===== config.mk =====
export PLATFORM = sky130hd
export DESIGN_NAME = epw_top
export DESIGN_NICKNAME = d
export VERILOG_FILES = /design/src/verilog/epw_pkg.sv /design/src/verilog/epw_top.sv
export VERILOG_INCLUDE_DIRS = /design/src /design/src/verilog
export SDC_FILE = /design/constraint.sdc
export NUM_CORES = 1
export LEC_CHECK = 0
export BUFFER_PORTS_ARGS = -buffer_cell sky130_fd_sc_hd__buf_4
export CAP_MARGIN = 20
export CORE_MARGIN = 2
export CORE_UTILIZATION = 57
export DETAILED_ROUTE_END_ITERATION = 10
export PLACE_DENSITY = 0.85
export SLEW_MARGIN = 20
export SYNTH_ARGS = -nofsm -noshare
export SYNTH_HDL_FRONTEND = slang
export SYNTH_SLANG_ARGS = --single-unit

===== constraint.sdc =====
create_clock -name aclk -period 3.05 [get_ports aclk]
set_input_delay 0.4575 -clock aclk [delete_from_list [all_inputs] [get_ports aclk]]
set_output_delay 0.4575 -clock aclk [all_outputs]
set_load 0.03 [all_outputs]

===== src/verilog/epw_defines.svh =====
`ifndef EPW_DEFINES_SVH
`define EPW_DEFINES_SVH

// register byte offsets on the bus
`define EPW_OFS_TIMER_COUNT    8'h00
`define EPW_OFS_TIMER_CONTROL  8'h04
`define EPW_OFS_PERIOD_LIMIT   8'h08
`define EPW_OFS_DUTY_LOW       8'h0C
`define EPW_OFS_DUTY_HIGH      8'h10
`define EPW_OFS_OUTPUT_MODE    8'h14
`define EPW_OFS_SHUTDOWN       8'h18
`define EPW_OFS_DEADBAND       8'h1C
`define EPW_OFS_PIN_DIRECTION  8'h20
`define EPW_OFS_PERIPH_FLAGS   8'h24

// output_mode_control fields
`define EPW_CFG_HI             7
`define EPW_CFG_LO             6
`define EPW_DLB_HI             5
`define EPW_DLB_LO             4
`define EPW_POL_AC_BIT         1
`define EPW_POL_BD_BIT         0
`define EPW_PWM_MODE_CODE      2'h3

// timer_control fields
`define EPW_PRESCALE_HI        1
`define EPW_PRESCALE_LO        0
`define EPW_TIMER_ON_BIT       2

// shutdown_control fields
`define EPW_SD_STATUS_BIT      7
`define EPW_SD_SRC_HI          6
`define EPW_SD_SRC_LO          4
`define EPW_SD_AC_HI           3
`define EPW_SD_AC_LO           2
`define EPW_SD_BD_HI           1
`define EPW_SD_BD_LO           0

// deadband_restart fields
`define EPW_RESTART_BIT        7
`define EPW_DB_HI              6
`define EPW_DB_LO              0

// periph flags fields
`define EPW_PERIOD_FLAG_BIT    1
`define EPW_OSC_FAIL_BIT       7
`define EPW_INTERNAL_CLK_BIT   0

// reset values
`define EPW_RST_REG            8'h00
`define EPW_RST_DIRECTION      4'hF

// timing: one instruction cycle per dead-band count
`define EPW_CLK_NS             100
`define EPW_TCY_NS             100
`define EPW_TCY_CYC            ((`EPW_TCY_NS + `EPW_CLK_NS - 1) / `EPW_CLK_NS)

// bus answers
`define EPW_RESP_OKAY          2'h0
`define EPW_RESP_SLVERR        2'h2

`endif


===== src/verilog/epw_pkg.sv =====
package epw_pkg;
   // output pin configuration of the bridge
   typedef enum logic [1:0] {
      epw_single   = 2'h0,
      epw_full_fwd = 2'h1,
      epw_half     = 2'h2,
      epw_full_rev = 2'h3
   } epw_cfg_t;

   typedef logic [7:0] epw_byte_t;
   typedef logic [1:0] epw_resp_t;
endpackage : epw_pkg


===== src/verilog/epw_top.sv =====
`timescale 1ns/1ns
`include "epw_defines.svh"
// What this block does
// - reset makes pins inputs, registers default
// - polarity chosen per A/C and B/D pair
// - period flag sets when next period begins
// - period from limit, duty ten bits wide
// - half-bridge dead band from seven-bit field
// - deadband register bit seven enables restart
// - shutdown register picks sources and pair states
// - sleep freezes timer and unit state
// - pins keep their level through sleep
// - unit runs on whatever clock drives it
// - clock failure sets flag, internal clock mode
// - small package reads enhanced bits as zero
// - shutdown sets status; status writes ignored while cause persists
// - dead band counted in instruction cycles
// - restart clears status once cause is gone
// - source field decodes comparators and fault
module epw_top #(
   parameter bit SMALL_PKG = 1'b0
) (
   input  wire logic              aclk,
   input  wire logic              aresetn,
   input  wire logic [7:0]        s_axi_awaddr,
   input  wire logic              s_axi_awvalid,
   output logic                   s_axi_awready,
   input  wire logic [31:0]       s_axi_wdata,
   input  wire logic [3:0]        s_axi_wstrb,
   input  wire logic              s_axi_wvalid,
   output logic                   s_axi_wready,
   output epw_pkg::epw_resp_t     s_axi_bresp,
   output logic                   s_axi_bvalid,
   input  wire logic              s_axi_bready,
   input  wire logic [7:0]        s_axi_araddr,
   input  wire logic              s_axi_arvalid,
   output logic                   s_axi_arready,
   output logic [31:0]            s_axi_rdata,
   output epw_pkg::epw_resp_t     s_axi_rresp,
   output logic                   s_axi_rvalid,
   input  wire logic              s_axi_rready,
   input  wire logic              fault_input_low,
   input  wire logic              comp1_out,
   input  wire logic              comp2_out,
   input  wire logic              clock_fail,
   input  wire logic              sleep_mode,
   input  wire logic              primary_clock_idle,
   output logic                   internal_a,
   output logic                   out_a,
   output logic                   out_a_oe_n,
   output logic                   out_b,
   output logic                   out_b_oe_n,
   output logic                   out_c,
   output logic                   out_c_oe_n,
   output logic                   out_d,
   output logic                   out_d_oe_n
);
   import epw_pkg::*;

   // bus state
   logic [7:0]  aw_addr, next_aw_addr, w_data, next_w_data;
   logic        aw_full, next_aw_full, w_full, next_w_full, w_lane0, next_w_lane0;
   logic        bvalid, next_bvalid, rvalid, next_rvalid;
   epw_resp_t   bresp, next_bresp, rresp, next_rresp;
   logic [31:0] rdata, next_rdata;
   // registers and unit state
   epw_byte_t   timer_count, timer_control, period_limit, duty_low, duty_high;
   epw_byte_t   output_mode_control, shutdown_control, deadband_restart;
   epw_byte_t   next_timer_count, next_timer_control, next_period_limit, next_duty_low, next_duty_high;
   epw_byte_t   next_output_mode_control, next_shutdown_control, next_deadband_restart;
   logic [3:0]  pin_direction_bits, next_pin_direction_bits;
   logic        period_match_flag, next_period_match_flag, osc_fail_flag, next_osc_fail_flag;
   logic        on_internal, next_on_internal;
   logic [3:0]  presc_cnt, next_presc_cnt;
   logic [1:0]  sub_cnt, next_sub_cnt, duty_lat_lo, next_duty_lat_lo;
   logic        pwm_lvl, next_pwm_lvl, shut_hold, next_shut_hold;
   logic [6:0]  dead_cnt, next_dead_cnt;
   logic [3:0]  pin_val, next_pin_val, pin_oe_n, next_pin_oe_n;
   // pin synchronisers: fault, comp1, comp2, clock fail
   logic [3:0]  sync1, sync2, sync3, pin_flt, next_pin_flt;

   logic        do_write, ar_hs, tick, roll, cause, pwm_mode, dead_done;
   logic [3:0]  presc_max, active;
   logic [1:0]  pol;
   logic [7:0]  rd_byte;
   logic        rd_hit, wr_hit;
   epw_cfg_t    cfg;

   // bus handshakes; no slot takes a new request until the response is taken
   assign s_axi_awready = ~aw_full & ~bvalid;
   assign s_axi_wready  = ~w_full & ~bvalid;
   assign s_axi_arready = ~rvalid;
   assign {s_axi_bvalid, s_axi_bresp, s_axi_rvalid, s_axi_rresp, s_axi_rdata} = {bvalid, bresp, rvalid, rresp, rdata};
   assign do_write      = aw_full & w_full;
   assign ar_hs         = s_axi_arvalid & ~rvalid;
   assign internal_a    = on_internal;
   assign {out_d, out_c, out_b, out_a}             = pin_val;
   assign {out_d_oe_n, out_c_oe_n, out_b_oe_n, out_a_oe_n} = pin_oe_n;

   // decode of the current configuration
   assign cfg       = epw_cfg_t'(output_mode_control[`EPW_CFG_HI:`EPW_CFG_LO]);
   assign pwm_mode  = output_mode_control[3:2] == `EPW_PWM_MODE_CODE;
   assign pol       = output_mode_control[`EPW_POL_AC_BIT:`EPW_POL_BD_BIT];
   assign presc_max = timer_control[`EPW_PRESCALE_HI] ? 4'hF : (timer_control[`EPW_PRESCALE_LO] ? 4'h3 : 4'h0);
   assign tick      = timer_control[`EPW_TIMER_ON_BIT] & ~sleep_mode & (presc_cnt == presc_max);
   assign roll      = tick & (sub_cnt == 2'h3) & (timer_count == period_limit);
   // fault is active low; the source field masks each cause
   assign cause     = (shutdown_control[`EPW_SD_SRC_LO] & pin_flt[1])
                    | (shutdown_control[`EPW_SD_SRC_LO+1] & pin_flt[2])
                    | (shutdown_control[`EPW_SD_SRC_HI] & ~pin_flt[0]);
   assign dead_done = {1'b0, dead_cnt} >= 8'(`EPW_TCY_CYC * deadband_restart[`EPW_DB_HI:`EPW_DB_LO]);

   // read mux; enhanced bits vanish on the small package
   always_comb begin
      rd_hit  = 1'b1;
      rd_byte = 8'h00;
      unique case (s_axi_araddr)
         `EPW_OFS_TIMER_COUNT:   rd_byte = timer_count;
         `EPW_OFS_TIMER_CONTROL: rd_byte = {1'b0, timer_control[6:0]};
         `EPW_OFS_PERIOD_LIMIT:  rd_byte = period_limit;
         `EPW_OFS_DUTY_LOW:      rd_byte = duty_low;
         `EPW_OFS_DUTY_HIGH:     rd_byte = duty_high;
         `EPW_OFS_OUTPUT_MODE:   rd_byte = output_mode_control;
         `EPW_OFS_SHUTDOWN:      rd_byte = shutdown_control;
         `EPW_OFS_DEADBAND:      rd_byte = deadband_restart;
         `EPW_OFS_PIN_DIRECTION: rd_byte = {4'h0, pin_direction_bits};
         `EPW_OFS_PERIPH_FLAGS:  rd_byte = {osc_fail_flag, 5'h00, period_match_flag, on_internal};
         default:                rd_hit  = 1'b0;
      endcase
   end

   // write decode
   always_comb begin
      unique case (aw_addr)
         `EPW_OFS_TIMER_COUNT, `EPW_OFS_TIMER_CONTROL, `EPW_OFS_PERIOD_LIMIT, `EPW_OFS_DUTY_LOW,
         `EPW_OFS_DUTY_HIGH, `EPW_OFS_OUTPUT_MODE, `EPW_OFS_SHUTDOWN, `EPW_OFS_DEADBAND,
         `EPW_OFS_PIN_DIRECTION, `EPW_OFS_PERIPH_FLAGS: wr_hit = 1'b1;
         default: wr_hit = 1'b0;
      endcase
   end

   // bus slave next state: address and data may arrive in either order
   always_comb begin
      {next_aw_addr, next_aw_full, next_w_data} = {aw_addr, aw_full, w_data};
      {next_w_full, next_w_lane0, next_bvalid, next_bresp} = {w_full, w_lane0, bvalid, bresp};
      {next_rvalid, next_rresp, next_rdata} = {rvalid, rresp, rdata};
      if (s_axi_awvalid & s_axi_awready) begin
         next_aw_addr = s_axi_awaddr;
         next_aw_full = 1'b1;
      end
      if (s_axi_wvalid & s_axi_wready) begin
         next_w_data  = s_axi_wdata[7:0];
         next_w_lane0 = s_axi_wstrb[0];
         next_w_full  = 1'b1;
      end
      if (do_write) begin
         next_aw_full = 1'b0;
         next_w_full  = 1'b0;
         next_bvalid  = 1'b1;
         next_bresp   = wr_hit ? `EPW_RESP_OKAY : `EPW_RESP_SLVERR;
      end else if (bvalid & s_axi_bready) begin
         next_bvalid = 1'b0;
      end
      if (ar_hs) begin
         next_rvalid = 1'b1;
         next_rdata  = {24'h000000, rd_byte};
         next_rresp  = rd_hit ? `EPW_RESP_OKAY : `EPW_RESP_SLVERR;
      end else if (rvalid & s_axi_rready) begin
         next_rvalid = 1'b0;
      end
   end

   // unit next state: software writes first, hardware events win over them
   always_comb begin
      logic wr;
      epw_byte_t wd;
      wr = do_write & w_lane0;
      wd = w_data;
      {next_timer_count, next_timer_control, next_period_limit} = {timer_count, timer_control, period_limit};
      {next_duty_low, next_duty_high, next_output_mode_control} = {duty_low, duty_high, output_mode_control};
      {next_shutdown_control, next_deadband_restart} = {shutdown_control, deadband_restart};
      {next_pin_direction_bits, next_period_match_flag} = {pin_direction_bits, period_match_flag};
      {next_osc_fail_flag, next_on_internal, next_presc_cnt} = {osc_fail_flag, on_internal, presc_cnt};
      {next_sub_cnt, next_duty_lat_lo, next_pwm_lvl, next_shut_hold} = {sub_cnt, duty_lat_lo, pwm_lvl, shut_hold};
      next_dead_cnt            = dead_cnt;
      next_pin_flt             = (sync2 == sync3) ? sync3 : pin_flt;
      if (wr) begin
         unique case (aw_addr)
            `EPW_OFS_TIMER_COUNT: begin
               next_timer_count = wd;
               next_presc_cnt   = 4'h0;
               next_sub_cnt     = 2'h0;
            end
            `EPW_OFS_TIMER_CONTROL: next_timer_control = {1'b0, wd[6:0]};
            `EPW_OFS_PERIOD_LIMIT:  next_period_limit  = wd;
            `EPW_OFS_DUTY_LOW:      next_duty_low      = wd;
            `EPW_OFS_OUTPUT_MODE:   next_output_mode_control = SMALL_PKG ? {2'h0, wd[5:0]} : wd;
            `EPW_OFS_SHUTDOWN: begin
               // status write is ignored while the cause persists
               next_shutdown_control = {cause ? shutdown_control[7] : wd[7],
                                        wd[6:2], SMALL_PKG ? 2'h0 : wd[1:0]};
            end
            `EPW_OFS_DEADBAND:      next_deadband_restart = {wd[7], SMALL_PKG ? 7'h00 : wd[6:0]};
            `EPW_OFS_PIN_DIRECTION: next_pin_direction_bits = wd[3:0];
            `EPW_OFS_PERIPH_FLAGS: begin
               next_period_match_flag = wd[`EPW_PERIOD_FLAG_BIT];
               next_osc_fail_flag     = wd[`EPW_OSC_FAIL_BIT];
            end
            default: ;
         endcase
      end
      // primary_clock_idle needs nothing here: the unit keeps its own clock
      if (pin_flt[3]) begin
         next_osc_fail_flag = 1'b1;
         next_on_internal   = 1'b1;
      end
      if (cause) next_shutdown_control[`EPW_SD_STATUS_BIT] = 1'b1;
      else if (deadband_restart[`EPW_RESTART_BIT]) next_shutdown_control[`EPW_SD_STATUS_BIT] = 1'b0;
      // timer runs only when on and awake; sleep holds every count
      if (timer_control[`EPW_TIMER_ON_BIT] & ~sleep_mode) begin
         next_presc_cnt = tick ? 4'h0 : presc_cnt + 4'h1;
         if (tick) begin
            next_sub_cnt = sub_cnt + 2'h1;
            if (sub_cnt == 2'h3) next_timer_count = timer_count + 8'h01;
         end
      end
      if (roll) begin
         next_timer_count       = 8'h00;
         next_period_match_flag = 1'b1;
         next_duty_high         = duty_low;
         next_duty_lat_lo       = output_mode_control[`EPW_DLB_HI:`EPW_DLB_LO];
         next_pwm_lvl           = {duty_low, output_mode_control[`EPW_DLB_HI:`EPW_DLB_LO]} != 10'h000;
         next_shut_hold         = shutdown_control[`EPW_SD_STATUS_BIT];
      end else if (tick & ({next_timer_count, next_sub_cnt} == {duty_high, duty_lat_lo})) begin
         next_pwm_lvl = 1'b0; // low on the tick that reaches duty, so high time equals duty
      end
      if (sleep_mode) next_dead_cnt = dead_cnt;
      else if (next_pwm_lvl != pwm_lvl) next_dead_cnt = 7'h00;
      else if (~dead_done) next_dead_cnt = dead_cnt + 7'h01;
   end

   // active levels per pin before polarity, then polarity and shutdown
   always_comb begin
      active = 4'h0;
      unique case (cfg)
         epw_single:   active = {3'h0, pwm_lvl};
         epw_full_fwd: active = {pwm_lvl, 2'h0, 1'b1};
         epw_half:     active = {2'h0, ~pwm_lvl & dead_done, pwm_lvl & dead_done};
         epw_full_rev: active = {1'b0, 1'b1, pwm_lvl, 1'b0};
      endcase
      next_pin_val  = active ^ {pol[0], pol[1], pol[0], pol[1]};
      next_pin_oe_n = pin_direction_bits | {4{~pwm_mode}};
      unique case (cfg)
         epw_single: next_pin_oe_n = next_pin_oe_n | 4'hE;
         epw_half:   next_pin_oe_n = next_pin_oe_n | 4'hC;
         default:    ;
      endcase
      if (shutdown_control[`EPW_SD_STATUS_BIT] | shut_hold) begin
         next_pin_val  = {shutdown_control[`EPW_SD_BD_LO], shutdown_control[`EPW_SD_AC_LO],
                          shutdown_control[`EPW_SD_BD_LO], shutdown_control[`EPW_SD_AC_LO]};
         next_pin_oe_n = next_pin_oe_n | {shutdown_control[`EPW_SD_BD_HI], shutdown_control[`EPW_SD_AC_HI],
                                          shutdown_control[`EPW_SD_BD_HI], shutdown_control[`EPW_SD_AC_HI]};
      end
      if (sleep_mode) begin
         next_pin_val  = pin_val;
         next_pin_oe_n = pin_oe_n;
      end
   end

   // one clocked block for everything, inputs through a three-deep synchroniser; reset returns the compatible state
   always_ff @(posedge aclk) begin
      sync1 <= {clock_fail, comp2_out, comp1_out, fault_input_low};
      sync2 <= sync1;
      sync3 <= sync2;
      if (!aresetn) begin
         {aw_addr, w_data, aw_full, w_full, w_lane0, bvalid, rvalid} <= '0;
         bresp <= `EPW_RESP_OKAY;
         rresp <= `EPW_RESP_OKAY;
         rdata <= 32'h00000000;
         {timer_count, timer_control, period_limit, duty_low} <= {4{`EPW_RST_REG}};
         {duty_high, output_mode_control, shutdown_control, deadband_restart} <= {4{`EPW_RST_REG}};
         pin_direction_bits <= `EPW_RST_DIRECTION;
         {period_match_flag, osc_fail_flag, on_internal, pwm_lvl, shut_hold} <= '0;
         {presc_cnt, sub_cnt, duty_lat_lo, dead_cnt} <= '0;
         pin_val  <= 4'h0;
         pin_oe_n <= 4'hF;
         pin_flt  <= 4'h1;
      end else begin
         {aw_addr, w_data, aw_full, w_full, w_lane0} <= {next_aw_addr, next_w_data, next_aw_full, next_w_full,
                                                         next_w_lane0};
         {bvalid, bresp, rvalid, rresp, rdata} <= {next_bvalid, next_bresp, next_rvalid, next_rresp, next_rdata};
         timer_count         <= next_timer_count;
         timer_control       <= next_timer_control;
         period_limit        <= next_period_limit;
         duty_low            <= next_duty_low;
         duty_high           <= next_duty_high;
         output_mode_control <= next_output_mode_control;
         shutdown_control    <= next_shutdown_control;
         deadband_restart    <= next_deadband_restart;
         pin_direction_bits  <= next_pin_direction_bits;
         {period_match_flag, osc_fail_flag, on_internal} <= {next_period_match_flag, next_osc_fail_flag,
                                                             next_on_internal};
         {presc_cnt, sub_cnt, duty_lat_lo, dead_cnt} <= {next_presc_cnt, next_sub_cnt, next_duty_lat_lo,
                                                         next_dead_cnt};
         {pwm_lvl, shut_hold, pin_val, pin_oe_n, pin_flt} <= {next_pwm_lvl, next_shut_hold, next_pin_val,
                                                              next_pin_oe_n, next_pin_flt};
      end
   end
endmodule : epw_top

=== Yosys cells after proc, flatten, opt, wreduce, memory -nomap -nowiden ===
Index checks and enable logic that the tools add are counted.

* Output and inout bits: 50
* ROM bits: 0
* Flip-flop bits (word level): 144
* Bits in writable memories: 0
* Memories kept: 0
* Input port bits: 65
* Logic and storage cells: 175
* Bits in latches: 0

* Div/mod/pow operators: 0
* Multipliers: 0
* Reductions and logical operators: 30
* Shift operators: 0
* Equal/unequal tests: 29
* $add $sub $neg: 4
* Order comparisons: 1
* Multiplexer cells: 42
* Bitwise logic cells: 34

{| class="wikitable"
|+ Operators with widths
! kind !! count
|-
| 8-bit one-hot mux with 10 select lines || 1
|-
| 8-bit by 5-bit == test with 1-bit output (second input constant) || 8
|-
| 8-bit 2-to-1 mux || 7
|-
| 8-bit by 4-bit == test with 1-bit output (second input constant) || 4
|-
| 8-bit by 6-bit == test with 1-bit output (second input constant) || 4
|-
| 4-bit 2-to-1 mux || 7
|-
| 2-bit AND reduction || 12
|-
| 10-bit OR reduction || 2
|-
| 1-bit AND || 19
|-
| 8-bit by 3-bit == test with 1-bit output (second input constant) || 2
|-
| 8-bit logical NOT || 2
|-
| 1-bit 2-to-1 mux || 16
|-
| 4-bit one-hot mux with 4 select lines || 1
|-
| 2-bit nonzero test || 8
|-
| 2-bit 2-to-1 mux || 7
|-
| 7-bit 2-to-1 mux || 2
|-
| 10-bit == test || 1
|-
| 10-bit nonzero test || 1
|-
| 1-bit NOT || 9
|-
| 8-bit by 1-bit adder with 8-bit output (second input constant) || 1
|-
| 2-bit == test (second input constant) || 4
|-
| 4-bit == test || 2
|-
| 8-bit == test || 1
|-
| 4-bit OR || 2
|-
| other kinds (13) || 17
|}

=== Logic depth before layout (Yosys ltp) ===
Gate-level depths: netlist of run 1.

* Word-level depth: 13
* Gate-level depth with buffers: 11
* Gate-level depth less buffers: 10

=== Least setup slack after synthesis of run 1 ===
OpenSTA, ideal clock, no wires.

* Path kind: reg2reg
* Start: register aw_addr[3]
* End: register dead_cnt[1]
* Cell stages (with the launch flop): 9
* Slack: 0.509 ns
* Setup time: 0.128 ns
* Path buffers: 0
* Arrival time: 2.413 ns
* Period minus slack after synthesis: 2.541 ns
* Required time: 2.922 ns
* Cells stage by stage: dfxtp_1 and4b_1 nand4_2 mux2_4 a211o_1 a222oi_1 or4b_4 o221ai_4 nor3b_1

* Longest elaborated chain between the ends: 13
* Elaborated cells on any way between the ends: 18
* Classes of those cells: eq/ne (3); mux (12); bitwise (1); reduce/logical (2)

{| class="wikitable"
|+ Ends and longest elaborated chain
! element !! line !! text
|-
| from (decl) || epw_top.sv:61 || <nowiki>logic [7:0] aw_addr, next_aw_addr, w_data, next_w_data;</nowiki>
|-
| from (signal assigned) || epw_top.sv:289 || <nowiki>{aw_addr, w_data, aw_full, w_full, w_lane0} <= {next_aw_addr, next_w_data, next_aw_full, next_w_full,</nowiki>
|-
| 8-bit logical NOT * || epw_top.sv:188 || <nowiki>unique case (aw_addr)</nowiki>
|-
| 8-bit 2-to-1 mux || epw_top.sv:188 ||
|-
| 8-bit 2-to-1 mux || epw_top.sv:187 || <nowiki>if (wr) begin</nowiki>
|-
| 8-bit 2-to-1 mux || epw_top.sv:224 || <nowiki>if (sub_cnt == 2'h3) next_timer_count = timer_count + 8'h01;</nowiki>
|-
| 8-bit 2-to-1 mux || epw_top.sv:222 || <nowiki>if (tick) begin</nowiki>
|-
| 8-bit 2-to-1 mux || epw_top.sv:220 || <nowiki>if (timer_control[`EPW_TIMER_ON_BIT] & ~sleep_mode) begin</nowiki>
|-
| 10-bit == test * || epw_top.sv:234 || <nowiki>end else if (tick & ({next_timer_count, next_sub_cnt} == {duty_high, duty_lat_lo})) begin</nowiki>
|-
| 1-bit AND * || epw_top.sv:234 ||
|-
| 1-bit 2-to-1 mux * || epw_top.sv:234 ||
|-
| 1-bit 2-to-1 mux * || epw_top.sv:227 || <nowiki>if (roll) begin</nowiki>
|-
| 1-bit inequality test * || epw_top.sv:238 || <nowiki>else if (next_pwm_lvl != pwm_lvl) next_dead_cnt = 7'h00;</nowiki>
|-
| 2-bit by 1-bit inequality test with 1-bit output (no source line) || -- ||
|-
| 2-bit AND reduction (no source line) || -- ||
|-
| to (signal assigned) || epw_top.sv:303 || <nowiki>{presc_cnt, sub_cnt, duty_lat_lo, dead_cnt} <= {next_presc_cnt, next_sub_cnt, next_duty_lat_lo,</nowiki>
|-
| to (decl) || epw_top.sv:77 || <nowiki>logic [6:0] dead_cnt, next_dead_cnt;</nowiki>
|}

Every way passes the cells marked *; elsewhere a longest branch is shown, timed or not.
A chain may end at the register's enable or synchronous reset.

=== Worst setup path after layout of run 1 ===
* Start: register aw_full
* End: register dead_cnt[1]

* Longest elaborated chain between the ends: 13
* Elaborated cells on any way between the ends: 17
* Classes of those cells: eq/ne (3); mux (10); bitwise (3); reduce/logical (1)

{| class="wikitable"
|+ Ends and longest elaborated chain
! element !! line !! text
|-
| from (decl) || epw_top.sv:62 || <nowiki>logic aw_full, next_aw_full, w_full, next_w_full, w_lane0, next_w_lane0;</nowiki>
|-
| from (signal assigned) || epw_top.sv:289 ||
|-
| 1-bit AND * || epw_top.sv:94 || <nowiki>assign do_write = aw_full & w_full;</nowiki>
|-
| 1-bit AND * || epw_top.sv:177 || <nowiki>wr = do_write & w_lane0;</nowiki>
|-
| 8-bit 2-to-1 mux || epw_top.sv:187 ||
|-
| 8-bit 2-to-1 mux || epw_top.sv:224 ||
|-
| 8-bit 2-to-1 mux || epw_top.sv:222 ||
|-
| 8-bit 2-to-1 mux || epw_top.sv:220 ||
|-
| 10-bit == test * || epw_top.sv:234 ||
|-
| 1-bit AND * || epw_top.sv:234 ||
|-
| 1-bit 2-to-1 mux * || epw_top.sv:234 ||
|-
| 1-bit 2-to-1 mux * || epw_top.sv:227 ||
|-
| 1-bit inequality test * || epw_top.sv:238 ||
|-
| 2-bit by 1-bit inequality test with 1-bit output (no source line) || -- ||
|-
| 2-bit AND reduction (no source line) || -- ||
|}

Marked as above.

==> results by stage, run 1 <==
Logic synthesis:
- In the synthesized netlist the async set-or-reset flop fraction comes to 0.
- The fraction of the yosys area taken by sequential cells is 0.388.
- The Yosys warning count is 0.
- The number of synthesized register bits is 142.
- The netlist uses 65 different library cells.
- The area of the mapped netlist is 7320 sq um.
- The mean instance size in the synthesized netlist is 8.66 sq um.
- After synthesis, the largest family of logic cells by area is simple AND/OR/NAND/NOR gates.
- Of the total synthesized cell area, the portion taken by XOR and XNOR cells is 0.0371.
- The most instantiated flip-flop cell in the synthesis netlist is sky130_fd_sc_hd__dfxtp_1.
- The post-synthesis share of cell area spent on full adders, half adders and majority gates is 0.0188.
- The cell count after synthesis is 845.
- Yosys mapped a number of flops with a built-in enable equal to 0.
- The compound-cell area share of the yosys netlist is 0.159.
- The simple logic cell fraction of the synthesized area is 0.218.
- The proportion of synthesized area in mux cells is 0.115.

Timing:
- At the pin with the least slew margin, the transition time is 0.813 ns.
- Of the available clock period, the critical path in the final layout requires 0.949.
- The shortest period the worst path allows is around 2.9 ns.
- The number of setup violations in the final report is 0.
- The count of endpoints failing hold in the final timing report came to 0.
- The clock arrives with 0.0103 ns of skew.
- Static timing analysis puts the maximum clock frequency at 0.346 GHz.
- The worst slew margin relative to its limit is 0.455.
- The final-report max-slew violation count came to 0.
- Adding up every negative setup slack in the final design gives 0 ns.
- Setup repair after global routing left no endpoint under its margin.

Detailed routing:
- The final wirelength is 19600 um.
- After detailed routing, the number of remaining DRC violations is 0.
- The via density per instance is 5.94.
- In this run, the number of DRC markers left after iteration 0 of detailed routing was 612.
- The number of nets with antenna violations after routing is 0.
- The wire length per cell is around 18 um.
- The routed layout has 6491 vias.
- The detailed-routing iteration count for the pre-antenna-repair pass is 5.

Global routing:
- In the global route stage, overall resource usage came out at 0.287.
- The number of antenna violations at the first check in global routing is 0.
- The first global-routing pass estimated 31400 um of wire.
- The global-route congestion overflow total is 0.
- Entering global routing, the biggest net connects 61 pins.
- The via count of the first global-routing pass is 6247.

Place:
- After detailed placement, the design holds a cell count of 1061.
- In this run the tool buffered the top-level ports with 60 buffer cells.
- The placed wire-length estimate after detailed placement is 13800 um.
- In this run the cell area measured after placement is 7950 sq um.
- Routability-driven placement finished with a final weighted congestion of approximately 1.0.

Clock tree:
- The H-tree was split into 4 levels.
- In this run the post-CTS setup repair buffer count came out at 0.
- After clock tree synthesis, the flow added hold-fix buffers numbering 0.
- The CTS tree is done.
- Clock tree synthesis found a total of 142 sinks.
- The latest clock arrival within the worst-skew pair is 0.43 ns.
- The cell sitting at the root of the clock tree is a sky130_fd_sc_hd__clkbuf_16.
- The maximum clock path buffer count is 2.
- After clock tree synthesis, the clock-pin slew on the worst setup and hold paths is 0.06 ns.
- In this run, CTS created clock tree buffers numbering 17.

Finish:
- After routing the design area is 8620 sq um.
- Compared with the post-synthesis result, the final layout area differs by 17.8%.
- The finished layout holds 1093 standard cells, fillers aside.
- The share of cells above drive strength 1 is 0.149.
- Across the whole layout, storage elements account for around 2800 sq um.
- The area of the multi-input gates is 4120 sq um.
- Counting the fill cells in the layout gives 958.
- The number of antenna diodes in the final layout is 0.
- The number of nets in the layout is 984.

Setup path:
- The type of element capturing the critical path is a flop.
- By startpoint and endpoint, the worst setup path is classified as reg -> reg.
- STA classifies the critical path startpoint as a flop.
- The highest fanout seen on the critical path is 7.
- The data arrival time of the critical path is 3.19 ns.
- The most critical setup path has its startpoint at aw_full.
- The worst register-to-register path begins at aw_full.
- The critical path required time is 3.35 ns.

Floorplan:
- The die outline width is between 100 and 150 um.
- The floorplan step defined a die boundary enclosing 13800 sq um.
- The die extent in y is 117 um.
- The standard cell core area is 12600 sq um.
- The effective utilization at floorplan is 0.582.
- Row generation in the floorplan step produced 41 rows.
- For this design the top-level I/O count stands at 115.

Pwr:
- The total power is 0.00458 W.
- The power density over the cells is about 530 nW/um^2.
- The leakage power of the design is 3.34 nW.
- Across the VDD grid, the largest voltage drop is 527 uV.

Hold path:
- The type of the tightest min-delay check is in -> reg.
- The launch instance of the worst min-delay path is clock_fail.

Outcome:
- The run finished with clean final reports.

Job:
- The number of violations of the max-capacitance limit is 0.
[cells in the mapped netlist (all sizes together) (4+ instances only)]
| cell type | number | area, sq um |
|---|---|---|
| nand2 | 98 | 368 |
| nor2 | 54 | 203 |
| nor3 | 12 | 70.1 |
| inv | 20 | 75.1 |
| nor4 | 5 | 31.3 |
| mux2i | 80 | 801 |
| o21ai | 27 | 135 |
| xor2 | 16 | 140 |
| or3 | 4 | 25.0 |
| nand4 | 15 | 100 |
| o211ai | 6 | 45.0 |
| nor3b | 8 | 60.1 |
| nand3 | 13 | 65.1 |
| a21boi | 32 | 240 |
| clkbuf | 43 | 161 |
| nand2b | 9 | 56.3 |
| a32oi | 6 | 52.6 |
| a31oi | 9 | 56.3 |
| nor2b | 65 | 407 |
| and2 | 9 | 56.3 |
| a22oi | 10 | 75.1 |
| and3 | 10 | 62.6 |
| xnor2 | 15 | 131 |
| dfxtp | 142 | 2840 |
| a21oi | 39 | 195 |
| buf | 31 | 219 |
| o21a | 5 | 37.5 |
| ha | 11 | 138 |
[placed cells by master, fill, tap and decap left out, types with 3 or more instances in the layout]
master                      instances
sky130_fd_sc_hd__a21boi_0          32
sky130_fd_sc_hd__a21o_1             3
sky130_fd_sc_hd__a21oi_1           39
sky130_fd_sc_hd__a221oi_1           3
sky130_fd_sc_hd__a22oi_1           10
sky130_fd_sc_hd__a31o_2             3
sky130_fd_sc_hd__a31oi_1            9
sky130_fd_sc_hd__a32oi_1            6
sky130_fd_sc_hd__and2_1             9
sky130_fd_sc_hd__and3_1            10
sky130_fd_sc_hd__buf_4             93
sky130_fd_sc_hd__bufinv_16          6
sky130_fd_sc_hd__clkbuf_16         17
sky130_fd_sc_hd__conb_1            26
sky130_fd_sc_hd__dfxtp_1          142
sky130_fd_sc_hd__ha_1              11
sky130_fd_sc_hd__inv_1             20
sky130_fd_sc_hd__mux2i_1           80
sky130_fd_sc_hd__nand2_1           98
sky130_fd_sc_hd__nand2b_1           9
sky130_fd_sc_hd__nand3_1           13
sky130_fd_sc_hd__nand4_1           14
sky130_fd_sc_hd__nor2_1            54
sky130_fd_sc_hd__nor2b_1           65
sky130_fd_sc_hd__nor3_1            10
sky130_fd_sc_hd__nor3b_1            8
sky130_fd_sc_hd__nor4_1             5
sky130_fd_sc_hd__o2111ai_1          3
sky130_fd_sc_hd__o211ai_1           6
sky130_fd_sc_hd__o21a_1             5
sky130_fd_sc_hd__o21ai_0           26
sky130_fd_sc_hd__or3_1              4
sky130_fd_sc_hd__or4_1              3
sky130_fd_sc_hd__xnor2_1           15
sky130_fd_sc_hd__xor2_1            16
[registers in the layout (all words and copies together) (netlist names), 7 cells and up]
name	cells
aw_addr	8
deadband_restart	8
duty_high	8
duty_low	8
output_mode_control	8
period_limit	8
s_axi_rdata	8
shutdown_control	8
timer_count	8
w_data	8
dead_cnt	7
timer_control	7
[routing by layer]
metal  wire length (um)  vias to the layer above  GRT usage
met1               8040                     3062      0.363
met4                787                        0      0.149
li1                   -                     3034          -
met3               1960                       69     0.0803
met5                  0                        -          0
met2               8790                      326      0.448
[worst max-delay path: stages (launching register included)]
cell	delay [ns]
sky130_fd_sc_hd__dfxtp_1	0.39
sky130_fd_sc_hd__and4b_1	0.27
sky130_fd_sc_hd__nand4_2	0.20
sky130_fd_sc_hd__mux2_4	0.36
sky130_fd_sc_hd__a211o_1	0.29
sky130_fd_sc_hd__a222oi_1	0.30
sky130_fd_sc_hd__or4b_4	0.54
sky130_fd_sc_hd__o221ai_4	0.32
sky130_fd_sc_hd__nor3b_1	0.09
[through the flow]
step / worst slack [ns] / hold WS [ns] / util
2_1_floorplan: 0.509 / 0.310 / -
6_report: 0.156 / 0.129 / 0.686
3_5_place_dp: 0.190 / 0.313 / 0.632
5_1_grt: 0.0425 / 0.115 / 0.686
3_3_place_gp: 0.210 / 0.315 / 0.632
4_1_cts: 0.157 / 0.115 / 0.685
[report_power, final]
part | total, W | internal, W | switching [W] | leakage [nW]
logic | 0.000307 | 0.000115 | 0.000192 | 1.87
clock network | 0.00235 | 0.00154 | 0.000816 | 0.318
registers | 0.00192 | 0.00189 | 0.0000291 | 1.15
total | 0.00458 | 0.00354 | 0.00104 | 3.34
[logic make-up (layout without fill, tap and decap cells)]
group | count (synthesis) | in the layout
other cells | 1 | 26
flops | 142 | 142
fa+ha+maj | 11 | 11
compound gates | 169 | 169
mux | 83 | 83
simple gates | 313 | 313
buf+inv | 95 | 146
xor+xnor | 31 | 31
[area by class of cell]
| type | instances | share of cell area |
|---|---|---|
| inverter | 21 | 0.00914 |
| clock inverter | 13 | 0.0273 |
| sequential | 142 | 0.330 |
| multi-input combinational | 633 | 0.478 |
| timing repair buffer | 93 | 0.0810 |
| tap | 172 | 0.0250 |
| clock buffer | 19 | 0.0502 |
[final timing paths]
path,to,slack (ns),depth (start not counted)
worst min register to register,sync2[2],0.33,0
worst max-delay path,dead_cnt[1],0.16,8
worst min-delay path,sync1[3],0.13,1
worst max register to register,dead_cnt[1],0.16,8
[repair_timing]
| action | CTS | global route |
|---|---|---|
| endpoints found under the hold margin | 0 | 0 |
| endpoints found under the setup margin | 0 | 4 |
| resized for setup | 0 | 1 |
Note: power is estimated with default switching activity, not from simulation.
==> run 2, diff against run 1 <==
Settings changed: REMOVE_ABC_BUFFERS set to 1.
==> results by stage, run 2 (same netlist as run 1, synthesis figures left out) <==
Clock tree:
- The maximum level of the CTS H-tree is 4 (unchanged).
- TritonCTS built the clock tree.
- The clock-pin slew on the worst setup and hold paths came to 0.06 ns (about the same).
- The latest clock arrival within the worst-skew pair was 0.43 ns (about the same).
- The TritonCTS sink count came to 142 (unchanged).
- The number of buffers inserted during clock tree synthesis is 17 (unchanged).
- The maximum clock path buffer count was 2 (unchanged).
- The number of buffers inserted by hold repair at cts is 0 (unchanged).
- The buffer cell driving the clock tree root is sky130_fd_sc_hd__clkbuf_16.
- The post-CTS setup buffer count came to 0 (unchanged).
- The post-CTS resize count is 0 (unchanged).

Global routing:
- The number of antenna violations at the first check in global routing came to 0 (unchanged).
- The via count of the first global-routing pass is 6083 (-2.6%).
- The maximum number of pins on one net before global-route repair is 52 (-15%).
- The combined global-route utilization of all metal layers was 0.283 (-0.00402).
- The global-route congestion overflow total is 0 (unchanged).
- The global-route wire length before repair is 31300 um (-0.46%).

Floorplan:
- The top-level I/O count is 115 (unchanged).
- The standard cell core area is 12600 sq um (unchanged).
- The number of rows in the core area is 41 (unchanged).
- The effective utilization at floorplan is 0.582 (unchanged).
- The area of the die came to 13800 sq um (unchanged).
- The die outline width is 117 um (unchanged).
- The die extent in y was 117 um (unchanged).

Place:
- The number of buffers inserted by port buffering came to 60 (unchanged).
- The placed wire-length estimate after detailed placement was 13500 um (-2.6%).
- The final weighted congestion in routability-driven placement came to 0.967 (-4.9%).

Detailed routing:
- The wire length per cell came to 18.0 um (+0.38%).
- The DRC marker count from the first detailed-route iteration is 768 (+25%).
- The number of nets with antenna violations after routing is 0 (unchanged).
- The number of vias after detailed routing is 6465 (-0.40%).
- The number of remaining DRC errors is 0 (unchanged).
- The final wirelength is 19600 um (about the same).
- The detailed-routing iteration count for the pre-antenna-repair pass is 8 (+3).
- The via density per instance is 5.94 (about the same).

Timing:
- The total negative slack for setup checks is 0 ns (unchanged).
- The final-report max-slew violation count is 0 (unchanged).
- The slew at the pin closest to its max-slew limit came to 0.836 ns (+0.0226 ns).
- The shortest period the worst path allows is 2.88 ns (-0.0119 ns).
- The worst slew margin relative to its limit is 0.441 (-0.0142).
- The number of setup violations in the final report is 0 (unchanged).
- The achievable clock frequency is 0.347 GHz (+0.41%).
- The count of endpoints failing hold in the final timing report is 0 (unchanged).
- The worst clock skew came to 0.00983 ns (-0.000509 ns).
- The part of the cycle the worst path needs is 0.945 (-0.00392).
- Setup repair after global routing left no endpoint under its margin.

Pwr:
- The net switching power is 0.00104 W (+0.28%).
- The switching power share of the total is 0.243 (+0.0161).
- The peak ir drop on the vdd network was 513 uV (-2.7%).
- The power density over the cells is 504 nW/um^2 (-5.1%).
- The sequential power share is 0.447 (+0.028).
- The relative contribution of combinational cells to total power was 0.071 (+0.004).
- The leakage power of the design is 3.28 nW (-1.7%).
- The total power came to 0.00429 W (-6.4%).
- The cell-internal power is 0.00325 W (-8.3%).
- The share of power burned in the clock network is 0.482 (-0.032).

Setup path:
- The kind of critical path is reg -> reg.
- The sort of element at the start of the critical path is a flop.
- The highest fanout seen on the critical path was 7 (unchanged).
- The critical path required time is 3.35 ns (about the same).
- The data arrival time of the critical path is 3.18 ns (about the same).
- The type of element capturing the critical path is a flop.

Finish:
- The number of fillers in the final layout is 964 (+0.63%).
- The combined flip-flop and latch cell area is 2840 sq um (unchanged).
- The number of antenna diodes is 0 (unchanged).
- The area of the multi-input gates is 4110 sq um (-0.15%).
- The library cell used most frequently in the layout, excluding fill and tap cells, is sky130_fd_sc_hd__dfxtp_1.
- The growth of design area from synthesis to finish is 16.2%.
- In the layout the commonest cells are sky130_fd_sc_hd__dfxtp_1, sky130_fd_sc_hd__nand2_1, sky130_fd_sc_hd__buf_4.
- The share of cells above drive strength 1 is 0.146 (-0.00246).
- The number of nets in the layout is 980 (-0.41%).

Job:
- The number of violations of the max-capacitance limit is 0 (unchanged).

Outcome:
- The run finished with clean final reports.

Hold path:
- In this run the worst hold path is classified as in -> reg.
-- run 2: cell types whose count changed in the layout (fill, tap and decap cells not counted), sizes merged --
cell	change
buf	-4
bufinv	-4
clkinv	+2
clkinvlp	+1
-- run 2: cell type report --
| type | instances | share of cell area |
|---|---|---|
| Tap cell | 172 | 0.0253 |
| Multi-Input combinational cell | 633 | 0.483 |
| Sequential cell | 142 | 0.334 |
| Clock inverter | 12 | 0.0160 |
| Clock buffer | 19 | 0.0533 |
| Inverter | 21 | 0.00927 |
| Timing Repair Buffer | 89 | 0.0786 |
-- run 2: final timing paths --
path	slack, ns	to	cells past startpoint	from
max	0.17	dead_cnt[4]	8	aw_full
min reg2reg	0.33	sync2[1]	0	sync1[1]
min	0.14	sync1[3]	1	clock_fail
max reg2reg	0.17	dead_cnt[4]	8	aw_full
-- run 2: power groups by stage --
stage	Combinational [W]	Sequential [W]	Clock [W]
after floorplan	0.000147	0.00197	0
after global placement	0.000292	0.00196	0
after detailed placement	0.000296	0.00196	0
after CTS	0.000299	0.00192	0.00208
after global routing	0.000323	0.00192	0.00216
final	0.000303	0.00192	0.00207
-- run 2: stage by stage --
step	area (sq um)	std cells	hold WS [ns]	setup slack [ns]	utilization
5_1_grt	8510	1088	0.119	0.0423	0.677
2_1_floorplan	7030	796	0.310	0.151	-
3_3_place_gp	7920	1057	0.312	0.227	0.630
4_1_cts	8510	1088	0.126	0.168	0.677
6_report	8510	1088	0.135	0.168	0.677
3_5_place_dp	7920	1057	0.315	0.210	0.630
-- run 2: routing by layer --
metal / wire length, um / global-route usage
met4: 782 / 0.130
met5: 0 / 0
met1: 8020 / 0.362
met3: 1770 / 0.0730
met2: 8980 / 0.450
-- run 2: worst max-delay path: stages, from the launching register on --
cell                       delay, ns
sky130_fd_sc_hd__dfxtp_1        0.40
sky130_fd_sc_hd__and4b_1        0.31
sky130_fd_sc_hd__nand4_2        0.17
sky130_fd_sc_hd__mux2_4         0.35
sky130_fd_sc_hd__a211o_1        0.29
sky130_fd_sc_hd__a222oi_1       0.29
sky130_fd_sc_hd__or4b_4         0.55
sky130_fd_sc_hd__o221ai_4       0.32
sky130_fd_sc_hd__nor3b_1        0.09
==> run 3, diff against run 2 <==
Settings changed: CORE_UTILIZATION 57 to 45, PLACE_DENSITY 0.85 to 0.72.
==> results by stage, run 3 (same netlist as run 1, synthesis figures left out) <==
Outcome:
- The flow ran to the end, and the final reports show no timing, DRC or antenna violations.

Global routing:
- The via count of the first global-routing pass is 5890 (-3.2%).
- The maximum number of pins on one net before global-route repair came to 75 (+44%).
- The combined global-route utilization of all metal layers came to 0.221 (-0.0627).
- The global-route wire length before repair is 30600 um (-2.2%).
- The number of antenna violations at the first check in global routing is 0 (unchanged).
- The global-route congestion overflow total was 0 (unchanged).

Finish:
- In the layout the commonest cells are sky130_fd_sc_hd__dfxtp_1, sky130_fd_sc_hd__nand2_1, sky130_fd_sc_hd__buf_4.
- The number of nets in the layout is 983 (+0.31%).
- The growth of design area from synthesis to finish is 17.6%.
- The utilization after layout came to 0.542 (-0.135).
- Leaving out fill and tap cells, the most frequent cell in the layout is sky130_fd_sc_hd__dfxtp_1.
- The number of fillers in the final layout is 1466 (+52%).
- The area of all placed cells without fillers was 8600 sq um (+1.2%).
- The number of antenna diodes was 0 (unchanged).
- The share of cells above drive strength 1 is 0.150 (+0.00371).

Detailed routing:
- The top routing layer in use is met4.
- The length of routed met2 wiring came to 8700 um (-3.1%).
- The detailed-routing iteration count for the pre-antenna-repair pass came to 5 (-3).
- The wire length per cell is 17.0 um (-5.5%).
- The met3 routed wirelength is 1410 um (-21%).
- The number of vias after detailed routing came to 6312 (-2.4%).
- The DRC marker count from the first detailed-route iteration is 540 (-30%).
- The sum of routed wire segments on met1 came to 8630 um (+7.6%).
- The final wirelength is 19300 um (-1.4%).
- The via density per instance was 5.56 (-6.5%).
- The number of remaining DRC errors is 0 (unchanged).
- The number of nets with antenna violations after routing was 0 (unchanged).

Setup path:
- The data arrival time of the critical path is 3.23 ns (+0.05 ns).
- STA classifies the critical path endpoint as a flop.
- The sort of element at the start of the critical path is a flop.
- The setup path with the least slack is of type reg -> reg.
- The highest fanout seen on the critical path was 7 (unchanged).
- The critical path required time is 3.35 ns (about the same).

Timing:
- The achievable clock frequency came to 0.341 GHz (-1.6%).
- The worst path setup slack after routing is 0.120 ns (-0.0482 ns).
- The worst slew margin relative to its limit is 0.418 (-0.0230).
- The shortest period the worst path allows was 2.93 ns (+0.0482 ns).
- The total negative slack for setup checks is 0 ns (unchanged).
- The worst clock skew is 0.00637 ns (-0.00346 ns).
- The count of endpoints failing hold in the final timing report was 0 (unchanged).
- The part of the cycle the worst path needs is 0.961 (+0.0158).
- The number of setup violations in the final report was 0 (unchanged).
- Setup repair after global routing left no endpoint under its margin.
- The final-report max-slew violation count was 0 (unchanged).
- The slew at the pin closest to its max-slew limit came to 0.869 ns (+0.0329 ns).

Clock tree:
- The post-CTS setup buffer count was 0 (unchanged).
- The maximum clock path buffer count is 2 (unchanged).
- The number of buffers inserted during clock tree synthesis is 17 (unchanged).
- The root buffer cell chosen for the clock tree is sky130_fd_sc_hd__clkbuf_16.
- The number of buffers inserted by hold repair at cts is 0 (unchanged).
- The maximum level of the CTS H-tree came to 4 (unchanged).
- The post-CTS resize count is 0 (unchanged).
- The clock-pin slew on the worst setup and hold paths is 0.06 ns (about the same).
- The TritonCTS sink count was 142 (unchanged).
- The CTS tree is done.
- The latest clock arrival within the worst-skew pair is 0.42 ns (about the same).

Pwr:
- The leakage power of the design is 3.31 nW (+0.82%).
- The power density over the cells is 507 nW/um^2 (+0.59%).
- The peak ir drop on the vdd network was 458 uV (-11%).
- The total power was 0.00436 W (+1.8%).

Floorplan:
- The effective utilization at floorplan is 0.461 (-0.122).
- The area of the die is 17300 sq um (+26%).
- The die outline width was 132 um (+12%).
- The standard cell core area is 15900 sq um (+26%).
- The die extent in y came to 132 um (+12%).
- The top-level I/O count was 115 (unchanged).
- The number of rows in the core area is 46 (+12%).

Hold path:
- The path class of the tightest hold or removal check is in -> reg.

Place:
- The cell area reported after detailed placement is 7990 sq um (+0.98%).
- The final weighted congestion in routability-driven placement came to 0.962 (-0.59%).
- The setup slack after placement is 0.170 ns (-0.0402 ns).
- The number of buffers inserted by port buffering came to 60 (unchanged).
- The placed wire-length estimate after detailed placement is 13800 um (+2.6%).

Job:
- The number of violations of the max-capacitance limit came to 0 (unchanged).
-- run 3: changes by cell type in the layout (fill, tap and decap cells not counted), sizes merged --
| cell | previous run | this run |
|---|---|---|
| clkbuf | 19 | 17 |
| buf | 89 | 92 |
| clkinvlp | 3 | 2 |
| inv | 22 | 24 |
| clkinv | 6 | 7 |
| bufinv | 2 | 3 |
-- run 3: report_power, final --
group | total [W] | internal (W) | switching, W
combinational | 0.000303 | 0.000112 | 0.000190
sequential | 0.00192 | 0.00189 | 0.0000275
clock | 0.00214 | 0.00130 | 0.000848
total | 0.00436 | 0.00330 | 0.00107
-- run 3: final timing paths --
path	start	end	slack, ns	cells past startpoint
worst max-delay path	w_lane0	dead_cnt[6]	0.12	8
worst min-delay path	comp1_out	sync1[1]	0.13	1
worst max register to register	w_lane0	dead_cnt[6]	0.12	8
worst min register to register	sync1[3]	sync2[3]	0.33	0
-- run 3: worst max-delay path, stage by stage (launching register included) --
cell and delay [ns]:
sky130_fd_sc_hd__dfxtp_1 0.39, sky130_fd_sc_hd__and4b_1 0.31, sky130_fd_sc_hd__nand4_2 0.19, sky130_fd_sc_hd__mux2_4 0.37, sky130_fd_sc_hd__a211o_1 0.30, sky130_fd_sc_hd__a222oi_1 0.29, sky130_fd_sc_hd__or4b_4 0.55, sky130_fd_sc_hd__o221ai_4 0.31
sky130_fd_sc_hd__nor3b_1 0.09
-- run 3: per-stage QoR --
stage          std cells  hold slack (ns)
6_report            1136            0.133
5_1_grt             1136            0.115
4_1_cts             1136            0.119
3_5_place_dp        1104            0.315
3_3_place_gp        1104            0.311
2_1_floorplan        796            0.310
-- run 3: cell type report --
| class | instances | area [sq um] | share of cell area |
|---|---|---|---|
| flip-flops and latches | 142 | 2840 | 0.330 |
| repair buffers | 92 | 691 | 0.0803 |
| clock inverters | 15 | 185 | 0.0215 |
| clock buffers | 17 | 425 | 0.0494 |
| multi-input cells | 633 | 4110 | 0.478 |
| inverters | 21 | 78.8 | 0.00916 |
| well taps | 216 | 270 | 0.0314 |
-- run 3: layer usage --
metal,global-route usage,up-vias
li1,-,3033
met1,0.295,2999
met2,0.344,234
met3,0.0532,46
met4,0.0851,0
met5,0,-
